[src/hw/quad_eq_consts.svh]
// constants for the quad equalizer control logic
// How it works
// RULE1: four channels, each own enable and detect
// RULE2: eight boost levels as a 3-bit code
// RULE3: boost from shared pins or per-channel management
// RULE4: three select pins form the pin boost code
// RULE5: unconnected select pins default to code 100
// RULE6: force input high selects pin boost
// RULE7: force input low selects management boost
// RULE8: unconnected force input defaults high
// RULE9: enable high runs channel, low means standby
// RULE10: unconnected enable defaults high, channel active
// RULE11: detect output high while signal present
// RULE12: management writes accepted only with chip select
// RULE13: chip select gates the management clock
// RULE14: standby forces detect low, holds boost
`ifndef QUAD_EQ_CONSTS_SVH
`define QUAD_EQ_CONSTS_SVH
`define EQ_NUM_CHAN        4
`define EQ_BOOST_W         3
`define EQ_CHAN_SEL_W      2
`define EQ_BOOST_PULL      3'h4
`define EQ_FORCE_PULL      1'b1
`define EQ_ENABLE_PULL     1'b1
`define EQ_MGMT_CLK_PULL   1'b1
`define EQ_MGMT_BOOST_RST  3'h4
// synchroniser vector layout
`define EQ_PIN_W           20
`define EQ_POS_BOOST       0
`define EQ_POS_ENABLE      3
`define EQ_POS_FORCE       7
`define EQ_POS_SIG         8
`define EQ_POS_MCLK        12
`define EQ_POS_CS          13
`define EQ_POS_WVALID      14
`define EQ_POS_WCHAN       15
`define EQ_POS_WDATA       17
`endif

[src/hw/quad_eq_pkg.sv]
// shared types for the quad equalizer control logic
package quad_eq_pkg;
  typedef logic [2:0] boost_t;
  typedef enum logic [0:0] {
    SRC_MGMT = 1'b0,
    SRC_PIN  = 1'b1
  } boost_src_e;
endpackage

[src/hw/quad_equalizer_control.sv]
// top of the quad equalizer control: pin synchronisers, management writes, four channels
`timescale 1ns/1ps
`include "quad_eq_consts.svh"
module quad_equalizer_control
  import quad_eq_pkg::*;
(
  input  wire logic                        core_clk_in,
  input  wire logic                        resetn_in,
  input  wire logic                        boost_sel_msb_in,
  input  wire logic                        boost_sel_mid_in,
  input  wire logic                        boost_sel_lsb_in,
  input  wire logic                        chan0_enable_in,
  input  wire logic                        chan1_enable_in,
  input  wire logic                        chan2_enable_in,
  input  wire logic                        chan3_enable_in,
  input  wire logic                        force_pin_boost_in,
  input  wire logic                        chan0_sig_present_in,
  input  wire logic                        chan1_sig_present_in,
  input  wire logic                        chan2_sig_present_in,
  input  wire logic                        chan3_sig_present_in,
  input  wire logic                        mgmt_bus_clock_in,
  input  wire logic                        mgmt_chip_select_in,
  input  wire logic                        mgmt_wr_valid_in,
  input  wire logic [`EQ_CHAN_SEL_W-1:0]   mgmt_wr_chan_in,
  input  wire boost_t                      mgmt_wr_boost_in,
  input  wire logic [`EQ_CHAN_SEL_W-1:0]   rd_chan_in,
  output boost_t                           chan0_boost_out,
  output boost_t                           chan1_boost_out,
  output boost_t                           chan2_boost_out,
  output boost_t                           chan3_boost_out,
  output logic                             chan0_active_out,
  output logic                             chan1_active_out,
  output logic                             chan2_active_out,
  output logic                             chan3_active_out,
  output logic                             chan0_sig_detect_out,
  output logic                             chan1_sig_detect_out,
  output logic                             chan2_sig_detect_out,
  output logic                             chan3_sig_detect_out,
  output logic                             boost_from_pins_out,
  output boost_t                           rd_mgmt_boost_out
);
  localparam int NCH = `EQ_NUM_CHAN;

  // reset values of the synchronisers equal the pin pull levels,
  // so a floating strap reads as its pulled level from reset onward
  localparam logic [`EQ_PIN_W-1:0] PIN_RESET = {
    3'h0,                         // write data
    2'h0,                         // write channel
    1'b0,                         // write valid
    1'b0,                         // chip select
    `EQ_MGMT_CLK_PULL,            // management clock
    4'h0,                         // signal present
    `EQ_FORCE_PULL,               // RULE8
    {4{`EQ_ENABLE_PULL}},         // RULE10
    `EQ_BOOST_PULL                // RULE5
  };

  logic [`EQ_PIN_W-1:0] pin_raw;
  logic [`EQ_PIN_W-1:0] pin_meta;
  logic [`EQ_PIN_W-1:0] pin_sync;

  assign pin_raw = {mgmt_wr_boost_in, mgmt_wr_chan_in, mgmt_wr_valid_in, mgmt_chip_select_in,
                    mgmt_bus_clock_in,
                    chan3_sig_present_in, chan2_sig_present_in, chan1_sig_present_in, chan0_sig_present_in,
                    force_pin_boost_in,
                    chan3_enable_in, chan2_enable_in, chan1_enable_in, chan0_enable_in,
                    boost_sel_msb_in, boost_sel_mid_in, boost_sel_lsb_in}; // RULE4

  // two flops per pin; only the second stage is read anywhere
  genvar gi;
  generate
    for (gi = 0; gi < `EQ_PIN_W; gi++) begin : g_sync
      always_ff @(posedge core_clk_in or negedge resetn_in) begin
        if (!resetn_in) begin
          pin_meta[gi] <= PIN_RESET[gi];
          pin_sync[gi] <= PIN_RESET[gi];
        end else begin
          pin_meta[gi] <= pin_raw[gi];
          pin_sync[gi] <= pin_meta[gi];
        end
      end
    end
  endgenerate

  boost_t                   pin_boost;
  logic [NCH-1:0]           enable_s;
  logic                     force_s;
  logic [NCH-1:0]           sig_s;
  logic                     mclk_s;
  logic                     cs_s;
  logic                     wvalid_s;
  logic [`EQ_CHAN_SEL_W-1:0] wchan_s;
  boost_t                   wdata_s;

  assign pin_boost = pin_sync[`EQ_POS_BOOST +: `EQ_BOOST_W]; // RULE4
  assign enable_s  = pin_sync[`EQ_POS_ENABLE +: NCH];
  assign force_s   = pin_sync[`EQ_POS_FORCE];
  assign sig_s     = pin_sync[`EQ_POS_SIG +: NCH];
  assign mclk_s    = pin_sync[`EQ_POS_MCLK];
  assign cs_s      = pin_sync[`EQ_POS_CS];
  assign wvalid_s  = pin_sync[`EQ_POS_WVALID];
  assign wchan_s   = pin_sync[`EQ_POS_WCHAN +: `EQ_CHAN_SEL_W];
  assign wdata_s   = pin_sync[`EQ_POS_WDATA +: `EQ_BOOST_W];

  // management clock is oversampled; the host must keep each edge
  // at least three core cycles apart for a write to be seen
  logic gated_mclk;
  logic gated_mclk_q;
  logic mclk_rise;

  assign gated_mclk = mclk_s & cs_s; // RULE13
  assign mclk_rise  = gated_mclk & ~gated_mclk_q;

  always_ff @(posedge core_clk_in or negedge resetn_in) begin
    if (!resetn_in) begin
      gated_mclk_q <= 1'b0;
    end else begin
      gated_mclk_q <= gated_mclk;
    end
  end

  logic wr_take;
  assign wr_take = mclk_rise & wvalid_s & cs_s; // RULE12

  logic [NCH-1:0][`EQ_BOOST_W-1:0] mgmt_boost;

  generate
    for (gi = 0; gi < NCH; gi++) begin : g_mreg
      always_ff @(posedge core_clk_in or negedge resetn_in) begin
        if (!resetn_in) begin
          mgmt_boost[gi] <= `EQ_MGMT_BOOST_RST;
        end else if (wr_take && wchan_s == gi[`EQ_CHAN_SEL_W-1:0]) begin
          mgmt_boost[gi] <= wdata_s; // RULE3 RULE12
        end
      end
    end
  endgenerate

  // readback select comes from logic on this clock, so it skips the synchronisers
  always_ff @(posedge core_clk_in or negedge resetn_in) begin
    if (!resetn_in) begin
      rd_mgmt_boost_out <= `EQ_MGMT_BOOST_RST;
    end else begin
      rd_mgmt_boost_out <= mgmt_boost[rd_chan_in];
    end
  end

  assign boost_from_pins_out = force_s; // RULE6 RULE7

  boost_t         boost_v  [NCH];
  logic [NCH-1:0] active_v;
  logic [NCH-1:0] detect_v;

  generate
    for (gi = 0; gi < NCH; gi++) begin : g_chan
      eq_channel u_chan (
        .core_clk_in    (core_clk_in),
        .resetn_in      (resetn_in),
        .enable_in      (enable_s[gi]),
        .force_pin_in   (force_s),
        .pin_boost_in   (pin_boost),
        .mgmt_boost_in  (mgmt_boost[gi]),
        .sig_present_in (sig_s[gi]),
        .boost_out      (boost_v[gi]),
        .active_out     (active_v[gi]),
        .sig_detect_out (detect_v[gi])
      ); // RULE1 RULE2
    end
  endgenerate

  assign chan0_boost_out      = boost_v[0];
  assign chan1_boost_out      = boost_v[1];
  assign chan2_boost_out      = boost_v[2];
  assign chan3_boost_out      = boost_v[3];
  assign chan0_active_out     = active_v[0];
  assign chan1_active_out     = active_v[1];
  assign chan2_active_out     = active_v[2];
  assign chan3_active_out     = active_v[3];
  assign chan0_sig_detect_out = detect_v[0];
  assign chan1_sig_detect_out = detect_v[1];
  assign chan2_sig_detect_out = detect_v[2];
  assign chan3_sig_detect_out = detect_v[3];
endmodule // quad_equalizer_control

[src/hw/eq_channel.sv]
// one equalizer channel: enable, boost selection and signal detect
`timescale 1ns/1ps
`include "quad_eq_consts.svh"
module eq_channel
  import quad_eq_pkg::*;
(
  input  wire logic   core_clk_in,
  input  wire logic   resetn_in,
  input  wire logic   enable_in,
  input  wire logic   force_pin_in,
  input  wire boost_t pin_boost_in,
  input  wire boost_t mgmt_boost_in,
  input  wire logic   sig_present_in,
  output boost_t      boost_out,
  output logic        active_out,
  output logic        sig_detect_out
);
  boost_src_e src;
  assign src = force_pin_in ? SRC_PIN : SRC_MGMT;

  always_ff @(posedge core_clk_in or negedge resetn_in) begin
    if (!resetn_in) begin
      active_out <= `EQ_ENABLE_PULL;
    end else begin
      active_out <= enable_in; // RULE9
    end
  end

  // standby freezes the code; it reloads from the selected source on the same edge that active_out rises
  always_ff @(posedge core_clk_in or negedge resetn_in) begin
    if (!resetn_in) begin
      boost_out <= `EQ_BOOST_PULL;
    end else if (enable_in) begin // RULE14
      case (src)
        SRC_PIN:  boost_out <= pin_boost_in; // RULE6
        SRC_MGMT: boost_out <= mgmt_boost_in; // RULE7
        default:  boost_out <= pin_boost_in;
      endcase
    end
  end

  always_ff @(posedge core_clk_in or negedge resetn_in) begin
    if (!resetn_in) begin
      sig_detect_out <= 1'b0;
    end else begin
      sig_detect_out <= sig_present_in & enable_in; // RULE11 RULE14
    end
  end
endmodule // eq_channel

[config.mk]
export PLATFORM = sky130hd
export DESIGN_NAME = quad_equalizer_control
export DESIGN_NICKNAME = d
export VERILOG_FILES = /design/src/hw/quad_eq_pkg.sv /design/src/hw/quad_equalizer_control.sv /design/src/hw/eq_channel.sv
export VERILOG_INCLUDE_DIRS = /design/src /design/src/hw
export SDC_FILE = /design/constraint.sdc
export NUM_CORES = 1
export LEC_CHECK = 0
export ABC_AREA = 0
export BUFFER_PORTS_ARGS = -buffer_cell sky130_fd_sc_hd__buf_2
export CAP_MARGIN = 20
export CELL_PAD_IN_SITES_DETAIL_PLACEMENT = 1
export CELL_PAD_IN_SITES_GLOBAL_PLACEMENT = 1
export CORE_MARGIN = 1.5
export CORE_UTILIZATION = 45
export DETAILED_ROUTE_END_ITERATION = 16
export PLACE_DENSITY_LB_ADDON = 0.25
export RECOVER_POWER = 25
export SYNTH_ARGS = -nofsm -noshare
export SYNTH_HDL_FRONTEND = slang
export SYNTH_SLANG_ARGS = --single-unit
[constraint.sdc]
create_clock -name core_clk_in -period 2.01 [get_ports core_clk_in]
set_clock_uncertainty 0.05 [all_clocks]
set_input_delay 0.1005 -clock core_clk_in [delete_from_list [all_inputs] [get_ports core_clk_in]]
set_output_delay 0.1005 -clock core_clk_in [all_outputs]
set_load 0.02 [all_outputs]
After elaboration in Yosys (flattened, before gate mapping)
Index checks and enable logic that the tools add are counted.
{ "op_classes": {"magnitude_cmp": 1, "n_eq_ne": 3, "mux": 7, "n_bitwise": 10, "n_reduce_logical": 5} }
{ "op_table": {"columns": ["cell", "count"], "rows": [
  ["$pmux 3 s2", 4],
  ["$and 1x1->1", 8],
  ["$bmux 3 s2", 1],
  ["$eq 2x2->1 const B", 2],
  ["$logic_and 1x1->1", 4],
  ["$lt 2x3->1 const B", 1],
  ["$mux 3", 1],
  ["$eq 2x1->1 const B", 1],
  ["$logic_not 2->1", 1],
  ["$not 1->1", 2],
  ["$mux 1", 1]
]} }
{ "totals": {"reg_bits": 76, "in_bits": 24, "out_inout_bits": 24} }

Depth between registers and ports, before layout
Gate-level depths: netlist of the first run.
{ "depth": {"word_depth": 5, "mapped_depth": 3, "depth_no_buf": 3} }

Modules after synthesis
Synthesis of the first run repeated with hierarchy kept, for this count alone.
{ "hier_totals": {"hier_cells": 138, "area_unflattened_um2": 2474.9} }
{ "modules_own_cells": {"columns": ["module", "n_inst", "cells_each", "area_each_um2", "seq_area_each_um2"], "rows": [
  ["quad_equalizer_control", 1, 78, 1714.1, 1425.1],
  ["eq_channel", 4, 15, 190.2, 127.6]
]} }

Worst setup path after synthesis of the first run
Ideal clock, no wire load.
{ "synth_timing": {"kind": "register -> register", "startpoint": "reg pin_sync[12] (netlist: mclk_s)", "endpoint": "reg mgmt_boost[0] (netlist bit)", "setup_ps": 125, "arrival_time_ps": 1312, "slack_ps": 522, "path_stages_with_launch": 4, "synth_period_minus_slack_ps": 1488, "cell_sequence": "dfstp_2 -> nand4b_4 -> or3_4 -> mux2_4"} }
{ "synth_between": {"elab_chain_len": 5} }
{ "synth_rtl": {"columns": ["element", "line", "text"], "rows": [
  ["from (decl)", "quad_equalizer_control.sv:60", "logic [`EQ_PIN_W-1:0] pin_sync;"],
  ["from (signal, indexed assignment)", "quad_equalizer_control.sv:76", "pin_sync[gi] <= PIN_RESET[gi];"],
  ["from (signal, indexed assignment)", "quad_equalizer_control.sv:79", "pin_sync[gi] <= pin_meta[gi];"],
  ["$and 1x1->1", "quad_equalizer_control.sv:111", "assign gated_mclk = mclk_s & cs_s;"],
  ["$and 1x1->1", "quad_equalizer_control.sv:112", "assign mclk_rise = gated_mclk & ~gated_mclk_q;"],
  ["$and 1x1->1 (2 in series)", "quad_equalizer_control.sv:123", "assign wr_take = mclk_rise & wvalid_s & cs_s;"],
  ["$logic_and 1x1->1", "quad_equalizer_control.sv:132", "end else if (wr_take && wchan_s == gi[`EQ_CHAN_SEL_W-1:0]) begin"],
  ["to (signal, indexed assignment)", "quad_equalizer_control.sv:131", "mgmt_boost[gi] <= `EQ_MGMT_BOOST_RST;"],
  ["to (signal, indexed assignment)", "quad_equalizer_control.sv:133", "mgmt_boost[gi] <= wdata_s;"],
  ["to (decl)", "quad_equalizer_control.sv:125", "logic [NCH-1:0][`EQ_BOOST_W-1:0] mgmt_boost;"]
]} }
Every way passes these cells.
A chain may end at the register's enable or synchronous reset.

Worst setup path in the final report of the first run
{ "layout_timing": {"startpoint": "reg pin_sync[12] (netlist: mclk_s)", "endpoint": "reg mgmt_boost[4] (netlist bit)"} }
Same word-level chain as after synthesis.

==> impl_metrics.yaml, run 1 <==
cts:
  cts_tree: "yes"
  clockBufferDepth: 2
  root_buffer: "clkbuf_8"
  cts_resized: 0
  clk-insertion-delay-late_ns: 0.33
  clk_pin_slew_ns: 0.07
  htreeDepth: 3
  cts_inserted_buffers: 9
  cts.sinks: 76
place:
  dp_slack_ns: 0.473
  placed_cell_area_um2: 2800
  portBuffers: 47
  place_inst: 255
  gp_congestion: 0.801
  hpwlAfterDp_mm: 2.87
sta:
  drv_slew: 0
  tightest_slew_ns: 0.882
  relSlewSlack_pct: 41.2
  setup_tns_ns: 0
  finalHoldViolCount: 0
  period_needed_ns: 1.57
  max_freq_ghz: 0.637
  setup_slack_ns: 0.439
  fin_crit_sh_pct: 78.2
  setup_viol: 0
  grt_setup_unrepaired: "no"
global_route:
  track_usage_pct: 17.2
  globalRoute.totalOverflow: 0
  grt_pass1_wl_mm: 7.45
  grt_max_degree: 77
  first_global_vias: 1560
  antenna_found_initial: 0
finish:
  final_area_um2: 3210
  stdcell_count: 292
  final_util_pct: 61.7
  n_fill_cell: 515
  n_antenna_cell: 0
  drive_above_1_share_pct: 47.3
  syn2layout_area_growth_pct: 29.5
  ff_latch_area_um2: 1940
  multi_input_comb_area_um2: 539
  finalNetCount: 241
die:
  initial_core_util_pct: 47.6
  io_pins: 48
  core_um2: 5200
  row_count: 26
  die_area_um2: 5970
  die_y_um: 77.2
  die_x_um: 77.2
run_status:
  outcome: "complete, no violations"
power:
  leakagePower_nw: 1.48
  power_density_nw_per_um2: 1030
  vdd_ir_drop_max_mv: 0.895
flow_run:
  max_cap_viol_count: 0
drt:
  vias: 1362
  drc_errors: 0
  wl_mm: 4.31
  drt_first_iter_violations: 89
  firstDrtPassIters: 3
  antenna_left: 0
  wl_per_cell_um: 14.8
  viasPerCell: 4.66
worst_setup_path:
  required_ns: 2.17
  worstPathCellList: "nand4b_4 > nor3b_2 > mux2_2"
  arrival_ns: 1.73
  crit_path_end_kind: "register"
  cp_max_fo: 4
  worst_path_max_delay_cell: "dfstp_2"
  path_delay_family: "flip-flops"
  start_kind: "register"
  timing_worst_setup_path_type: "reg -> reg"
  slowest_delay_ns: 0.56
  crit_buf_inv: 0
logic_synthesis:
  synth-seq-cells: 76
  ys_seq_area_share_pct: 78.1
  synth-warning-count: 0
  synthCells: 139
  avgSynthCellArea_um2: 17.8
  syn_nets: 163
  syn-cell-area_um2: 2480
  synth.distinct_cells: 15
worst_hold_path:
  min_path_type: "in -> reg"
==> flip-flops by register name, summed over array words and instances (netlist names), 4 cells and up <==
signal and flops:
mgmt_boost 12, pin_meta 20, g_chan.u_chan.sig_detect_out 4, g_chan.u_chan.active_out 4
g_chan.u_chan.boost_out 12, enable_s 4, pin_sync 9
==> worst register-to-register path: stages (launching register included) <==
cell      delay [ns]
dfstp_2         0.56
nand4b_4        0.14
nor3b_2         0.32
mux2_2          0.39
==> routing by layer <==
metal  global-route usage (%)  wire length, um
met4                     9.27               80
met5                        0                0
met1                     21.0             1770
met2                     28.1             2280
met3                     4.29              183
==> final timing paths <==
| kind | from | to | slack, ns | cells past startpoint |
|---|---|---|---|---|
| setup reg to reg | mclk_s | mgmt_boost[4] | 0.44 | 3 |
| hold / removal | rd_chan_in[1] | rd_mgmt_boost_out[0] | 0.05 | 2 |
| min in group asynchronous | resetn_in | pin_meta[13] | 0.38 | 2 |
| hold reg to reg | pin_meta[19] | pin_sync[19] | 0.30 | 0 |
| setup / recovery | mclk_s | mgmt_boost[4] | 0.44 | 3 |
| max in group asynchronous | resetn_in | g_chan[1].u_chan.boost_out[0] | 0.96 | 2 |
==> cell type report <==
type / count / share of cell area (%)
Timing Repair Buffer: 68 / 13.9
Tap cell: 70 / 2.73
Clock inverter: 5 / 1.87
Sequential cell: 76 / 60.3
Multi-Input combinational cell: 62 / 16.8
Clock buffer: 11 / 4.40
==> synthesized netlist by cell type <==
cell type	n	share of area (%)
buf_2	1	0.20
dfrtp_1	49	49
nand4b_4	1	0.96
mux4_2	3	2.7
mux2_2	9	4.1
nor3b_2	2	1.0
nor2_1	13	2.0
nand2_1	1	0.15
and2_1	4	1.0
mux2_4	3	1.8
and2_2	1	0.30
dfstp_2	27	29
mux2i_1	12	4.8
or3_4	1	0.45
a21oi_1	12	2.4
==> power breakdown <==
group	internal (mW)	switching, mW
clock	0.612	0.519
combinational	0.191	0.181
sequential	1.72	0.104
==> timing repair <==
| action | CTS | global route |
|---|---|---|
| hold buffers | 21 | 0 |
| buffers inserted | 0 | 0 |
| hold endpoints to repair | 69 | 0 |
==> cells in the final DEF (no fill, tap or decap) <==
cell type and n:
a21oi_1 12, and2_1 4, and2_2 1, buf_2 46, buf_4 1, bufinv_16 1
clkbuf_1 1, clkbuf_8 10, clkinv_2 1, clkinv_4 1, clkinvlp_4 1, dfrtp_1 49
dfstp_1 4, dfstp_2 23, dlygate4sd3_1 21, inv_6 1, mux2_2 9, mux2_4 3
mux2i_1 12, mux4_2 3, nand2_1 1, nand4b_4 1, nor2_1 13, nor3b_2 2
or3_4 1
==> through the flow <==
| stage | hold slack (ns) | total power, mW |
|---|---|---|
| 3_3_place_gp | 0.156 | 2.17 |
| 5_1_grt | 0.0484 | 3.47 |
| 3_5_place_dp | 0.157 | 2.20 |
| 6_report | 0.0513 | 3.32 |
| 4_1_cts | 0.0324 | 3.37 |
| 2_1_floorplan | -0.245 | 2.03 |
==> cells by family after synthesis <==
family / count (synthesis) / share of synthesized area [%]
mux: 27 / 13.5
flops: 76 / 78.1
simple gates: 23 / 5.85
compound gates: 12 / 2.42
buf+inv: 1 / 0.202
Note: power is estimated with default switching activity, not from simulation.
==> run 2: changes to the inputs <==
Settings changed: CORE_UTILIZATION 45 to 40.
Clock period 2.01 ns to 1.35 ns, I/O delays scaled along.
==> run 2 against run 1 <==
The run now ends with negative setup slack left; critical path depth unchanged; worst setup slack worse by 0.64 ns; count of clock-buffer cells in the layout up 3; total power up 43%; non-clock buffer count up 3; register-to-register slack worse by 0.64 ns; core utilization down 7.3 points; die area up 12%; first-iteration DRC count down 26%; sequential power up 49%; via count up 1.8%; critical endpoint is now mgmt_boost[0]; largest power group unchanged.
==> impl_metrics.yaml, run 2 (synthesized netlist as in run 1, its figures left out) <==
run_status:
  outcome: "finished, violations left"
  violations: "negative setup slack"
worst_setup_path:
  worstPathCellList: "nand4b_4 > or3_4 > mux2_4"
  crit_start: "mclk_s"
  r2r-start: "mclk_s"
  path_delay_family: "flip-flops"
  arrival_ns: 1.72
  crit_buf_inv: 0
  rrSetupSlack_ns: -0.20
  cp_max_fo: 4
  start_kind: "register"
  r2r-end: "mgmt_boost[0]"
  slowest_delay_ns: 0.55
  timing_worst_setup_path_type: "reg -> reg"
  worst_path_max_delay_cell: "dfstp_2"
  crit_path_end_kind: "register"
  rr_worst_depth: 3
  required_ns: 1.52
cts:
  clockBufferDepth: 2
  clk_pin_slew_ns: 0.07
  root_buffer: "clkbuf_8"
  cts_inserted_buffers: 9
  cts_tree: "yes"
  clk-insertion-delay-late_ns: 0.33
  htreeDepth: 3
  cts.sinks: 76
die:
  die_x_um: 81.7
  io_pins: 48
  die_y_um: 81.7
  core_um2: 5960
  row_count: 28
  die_area_um2: 6680
  initial_core_util_pct: 41.6
global_route:
  grt_max_degree: 77
  track_usage_pct: 15.1
  antenna_found_initial: 0
  globalRoute.totalOverflow: 0
  first_global_vias: 1495
  grt_pass1_wl_mm: 7.18
power:
  p_clk_share_pct: 30.2
  switching_share_pct: 24.6
  leakagePower_nw: 1.49
  p_sw_mw: 1.17
  power_density_nw_per_um2: 1470
  comb_power_share_pct: 12.5
  p_int_mw: 3.58
  vdd_ir_drop_max_mv: 0.873
  sequentialPowerShare_pct: 57.4
finish:
  final_util_pct: 54.4
  top_register: "pin_meta"
  final_cell_mix: "dfrtp_1, buf_2, dfstp_2"
  final_common_cell: "dfrtp_1"
  largest_reg_flops: 20
  drive_above_1_share_pct: 48.0
  finalNetCount: 244
  syn2layout_area_growth_pct: 30.6
  largestRegisters: "pin_meta (20), g_chan.u_chan.boost_out (12), mgmt_boost (12)"
  n_antenna_cell: 0
worst_hold_path:
  hold_end: "rd_mgmt_boost_out[1]"
  min-delay-start: "rd_chan_in[1]"
  min_path_type: "in -> reg"
  hold_path_depth: 2
sta:
  fin_crit_sh_pct: 115
  setup_slack_ns: -0.205
  finalHoldViolCount: 0
  setup_viol: 12
  tightest_slew_ns: 0.907
  drv_slew: 0
  max_freq_ghz: 0.643
  period_needed_ns: 1.55
  hold_slack_ns: 0.0280
  grt_setup_unrepaired: "yes"
  relSlewSlack_pct: 39.5
drt:
  antenna_left: 0
  wl_mm: 4.45
  drt_first_iter_violations: 66
  firstDrtPassIters: 4
  wl_per_cell_um: 14.8
  vias: 1386
  drc_errors: 0
  viasPerCell: 4.62
place:
  gp_congestion: 0.809
  portBuffers: 47
flow_run:
  max_cap_viol_count: 0
==> run 2: changes by cell type in the layout (fill, tap and decap cells not counted), moves of 3 or more <==
cell	delta
mux2_4	+3
clkbuf_1	+5
mux2_2	-3
buf_2	-3
buf_4	+3
dfstp_2	+4
dfstp_1	-4
==> run 2: repair_timing <==
action                     4_1_cts  5_1_grt
hold buffers                    21        0
hold endpoints to repair        93        0
setup buffers                    1        0
gates resized for setup          2        5
pin swaps                        1        1
gates cloned                     0        0
setup endpoints to repair       12       13
==> run 2: power by group through the flow <==
stage	clock, mW	sequential [mW]	combinational [mW]
final	1.43	2.72	0.592
after global routing	1.57	2.75	0.647
after CTS	1.49	2.72	0.593
after detailed placement	0	2.76	0.542
after global placement	0	2.74	0.521
after floorplan	0	2.81	0.221
==> run 2: cell type report <==
type | count | area [um^2]
sequential | 76 | 1940
multi-input combinational | 62 | 564
timing repair buffer | 71 | 483
clock buffer | 14 | 153
tap | 75 | 93.8
fill | 593 | 2720
clock inverter | 2 | 10.0
==> run 2: layer usage <==
metal / wire [um] / track usage (%) / up-vias / share of wire [%]
li1: - / - / 639 / -
met1: 1820 / 17.8 / 693 / 41
met2: 2290 / 24.0 / 41 / 51
met3: 195 / 4.67 / 13 / 4.4
met4: 144 / 9.32 / 0 / 3.2
met5: 0 / 0 / - / 0
==> run 2: worst register-to-register path: cells and delay by family (launching register included) <==
family        cells  cell delay (ns)
flops             1             0.55
simple gates      2             0.52
mux               1             0.31
==> run 2: worst max path at each step <==
stage,endpoint,slack (ns),depth (start not counted)
after floorplan,mgmt_boost[0],-0.14,3
after global routing,mgmt_boost[6],-0.26,3
after detailed placement,mgmt_boost[0],-0.18,3
final,mgmt_boost[0],-0.20,3
after CTS,mgmt_boost[0],-0.19,3
after global placement,mgmt_boost[0],-0.16,3
==> run 2: metrics by stage <==
step                setup WS [ns]  TNS (ns)  area (um^2)  std cells  power (mW)
floorplan                  -0.138    -0.780         2480        139        3.03
global placement           -0.161     -1.20         2850        262        3.26
detailed placement         -0.181     -1.70         2850        262        3.30
CTS                        -0.192     -1.79         3230        300        4.80
global route               -0.258     -2.49         3240        300        4.97
finish                     -0.205     -1.81         3240        300        4.75
==> run 3: changes to the inputs <==
==> constraint.sdc (replaced) <==
create_clock -name core_clk_in -period 1.35 [get_ports core_clk_in]
set_clock_uncertainty 0.05 [all_clocks]
set_input_delay 0.27 -clock core_clk_in [delete_from_list [all_inputs] [get_ports core_clk_in]]
set_output_delay 0.27 -clock core_clk_in [all_outputs]
set_load 0.02 [all_outputs]
==> run 3 against run 2 <==
The run still ends with negative setup slack left; die area did not move; critical path depth unchanged; maximum frequency rose by 0.90%; non-clock buffer count grew 2; design area grew 2.4%; flip-flop and latch count unchanged; clock power about the same; total power increased by 0.92%; sequential share of layout area down 1.3 points; worst setup slack better by 0.014 ns; largest power group unchanged; first-iteration DRC count grew 11%; wire length is 2.3% higher; highest routed layer unchanged.
==> impl_metrics.yaml, run 3 (synthesized netlist as in run 1, its figures left out) <==
global_route:
  track_usage_pct: 15.9
  first_global_vias: 1470
  antenna_found_initial: 0
  grt_max_degree: 29
  globalRoute.totalOverflow: 0
  grt_pass1_wl_mm: 7.34
worst_setup_path:
  slowest_delay_ns: 0.56
  arrival_ns: 1.71
  endpoint: "mgmt_boost[4]"
  r2r-start: "mclk_s"
  start_kind: "register"
  timing_worst_setup_path_type: "reg -> reg"
  crit_path_end_kind: "register"
  worstPathCellList: "nand4b_4 > nor3b_2 > mux2_2"
  worst_path_max_delay_cell: "dfstp_2"
  r2r-end: "mgmt_boost[4]"
  crit_start: "mclk_s"
  rrSetupSlack_ns: -0.19
  cp_num_cells: 3
  path_delay_family: "flip-flops"
  rr_worst_depth: 3
  required_ns: 1.52
  cp_max_fo: 4
  crit_buf_inv: 0
drt:
  antenna_left: 0
  wl_per_cell_um: 15.1
  drc_errors: 0
  drt_first_iter_violations: 73
  wl_mm: 4.55
  viasPerCell: 4.61
  firstDrtPassIters: 3
  vias: 1392
sta:
  grt_setup_unrepaired: "yes"
  tightest_slew_ns: 0.621
  fin_crit_sh_pct: 114
  max_freq_ghz: 0.649
  finalHoldViolCount: 0
  relSlewSlack_pct: 58.6
  period_needed_ns: 1.54
  setup_tns_ns: -1.92
  drv_slew: 0
  hold_slack_ns: 0.210
  setup_viol: 13
  setup_slack_ns: -0.191
finish:
  final_util_pct: 55.7
  largest_reg_flops: 20
  top_register: "pin_meta"
  drive_above_1_share_pct: 49.8
  largestRegisters: "pin_meta (20), g_chan.u_chan.boost_out (12), mgmt_boost (12)"
  finalNetCount: 246
  syn2layout_area_growth_pct: 33.8
  final_cell_mix: "dfrtp_1, buf_2, dfstp_2"
  n_fill_cell: 574
  final_common_cell: "dfrtp_1"
  n_antenna_cell: 0
worst_hold_path:
  min_path_type: "in -> reg"
  min-delay-start: "rd_chan_in[1]"
cts:
  clockBufferDepth: 2
  clk-insertion-delay-late_ns: 0.33
  cts_inserted_buffers: 9
  root_buffer: "clkbuf_8"
  clk_pin_slew_ns: 0.07
  cts_tree: "yes"
  cts.sinks: 76
  htreeDepth: 3
die:
  die_y_um: 81.7
  die_x_um: 81.7
  row_count: 28
  core_um2: 5960
  die_area_um2: 6680
  io_pins: 48
  initial_core_util_pct: 41.6
power:
  leakagePower_nw: 1.52
  power_density_nw_per_um2: 1440
  vdd_ir_drop_max_mv: 0.804
  total_power_mw: 4.79
place:
  gp_congestion: 0.785
  hpwlAfterDp_mm: 3.15
  portBuffers: 47
  dp_slack_ns: -0.180
flow_run:
  max_cap_viol_count: 0
run_status:
  violations: "negative setup slack"
  outcome: "finished, violations left"
run 3: changes by cell type in the layout (fill, tap and decap cells not counted), sizes merged:
cell,previous run,this run
buf,48,51
clkbuf,16,15
run 3: timing repair:
action | CTS | global route
hold buffers | 21 | 0
endpoints found under the setup margin | 18 | 30
hold endpoints to repair | 33 | 0
setup buffers | 2 | 1
resized for setup | 12 | 12
pin swaps | 1 | 0
run 3: area by class of cell:
cell class	instances	area [um^2]	share of cell area, %
clock buffers	14	153	4.60
clock inverters	2	10.0	0.302
multi-input cells	62	551	16.6
flip-flops and latches	76	1940	58.5
well taps	75	93.8	2.83
repair buffers	73	571	17.2
run 3: worst min path at each step:
stage,end,slack (ns),depth (start not counted)
after floorplan,cs_s,-0.08,0
after global placement,g_chan[0].u_chan.sig_detect_out,0.13,1
after CTS,rd_mgmt_boost_out[1],0.19,2
after global routing,rd_mgmt_boost_out[1],0.19,2
final,rd_mgmt_boost_out[1],0.21,2
after detailed placement,g_chan[0].u_chan.sig_detect_out,0.14,1
run 3: layer usage:
layer / track usage (%) / wire length [um] / share of wire, % / vias up
met2: 27.8 / 2510 / 55 / 37
li1: - / - / - / 643
met3: 7.00 / 199 / 4.4 / 7
met5: 0 / 0 / 0 / -
met1: 17.2 / 1790 / 39 / 705
met4: 5.08 / 56 / 1.2 / 0
run 3: power by group:
part	internal, mW	switching, mW
sequential	2.56	0.163
clock	0.715	0.722
combinational	0.339	0.289
run 3: metrics by stage:
step	area, um^2	instances
finish	3320	302
global route	3320	302
CTS	3270	301
detailed placement	2850	262
global placement	2850	262
floorplan	2480	139
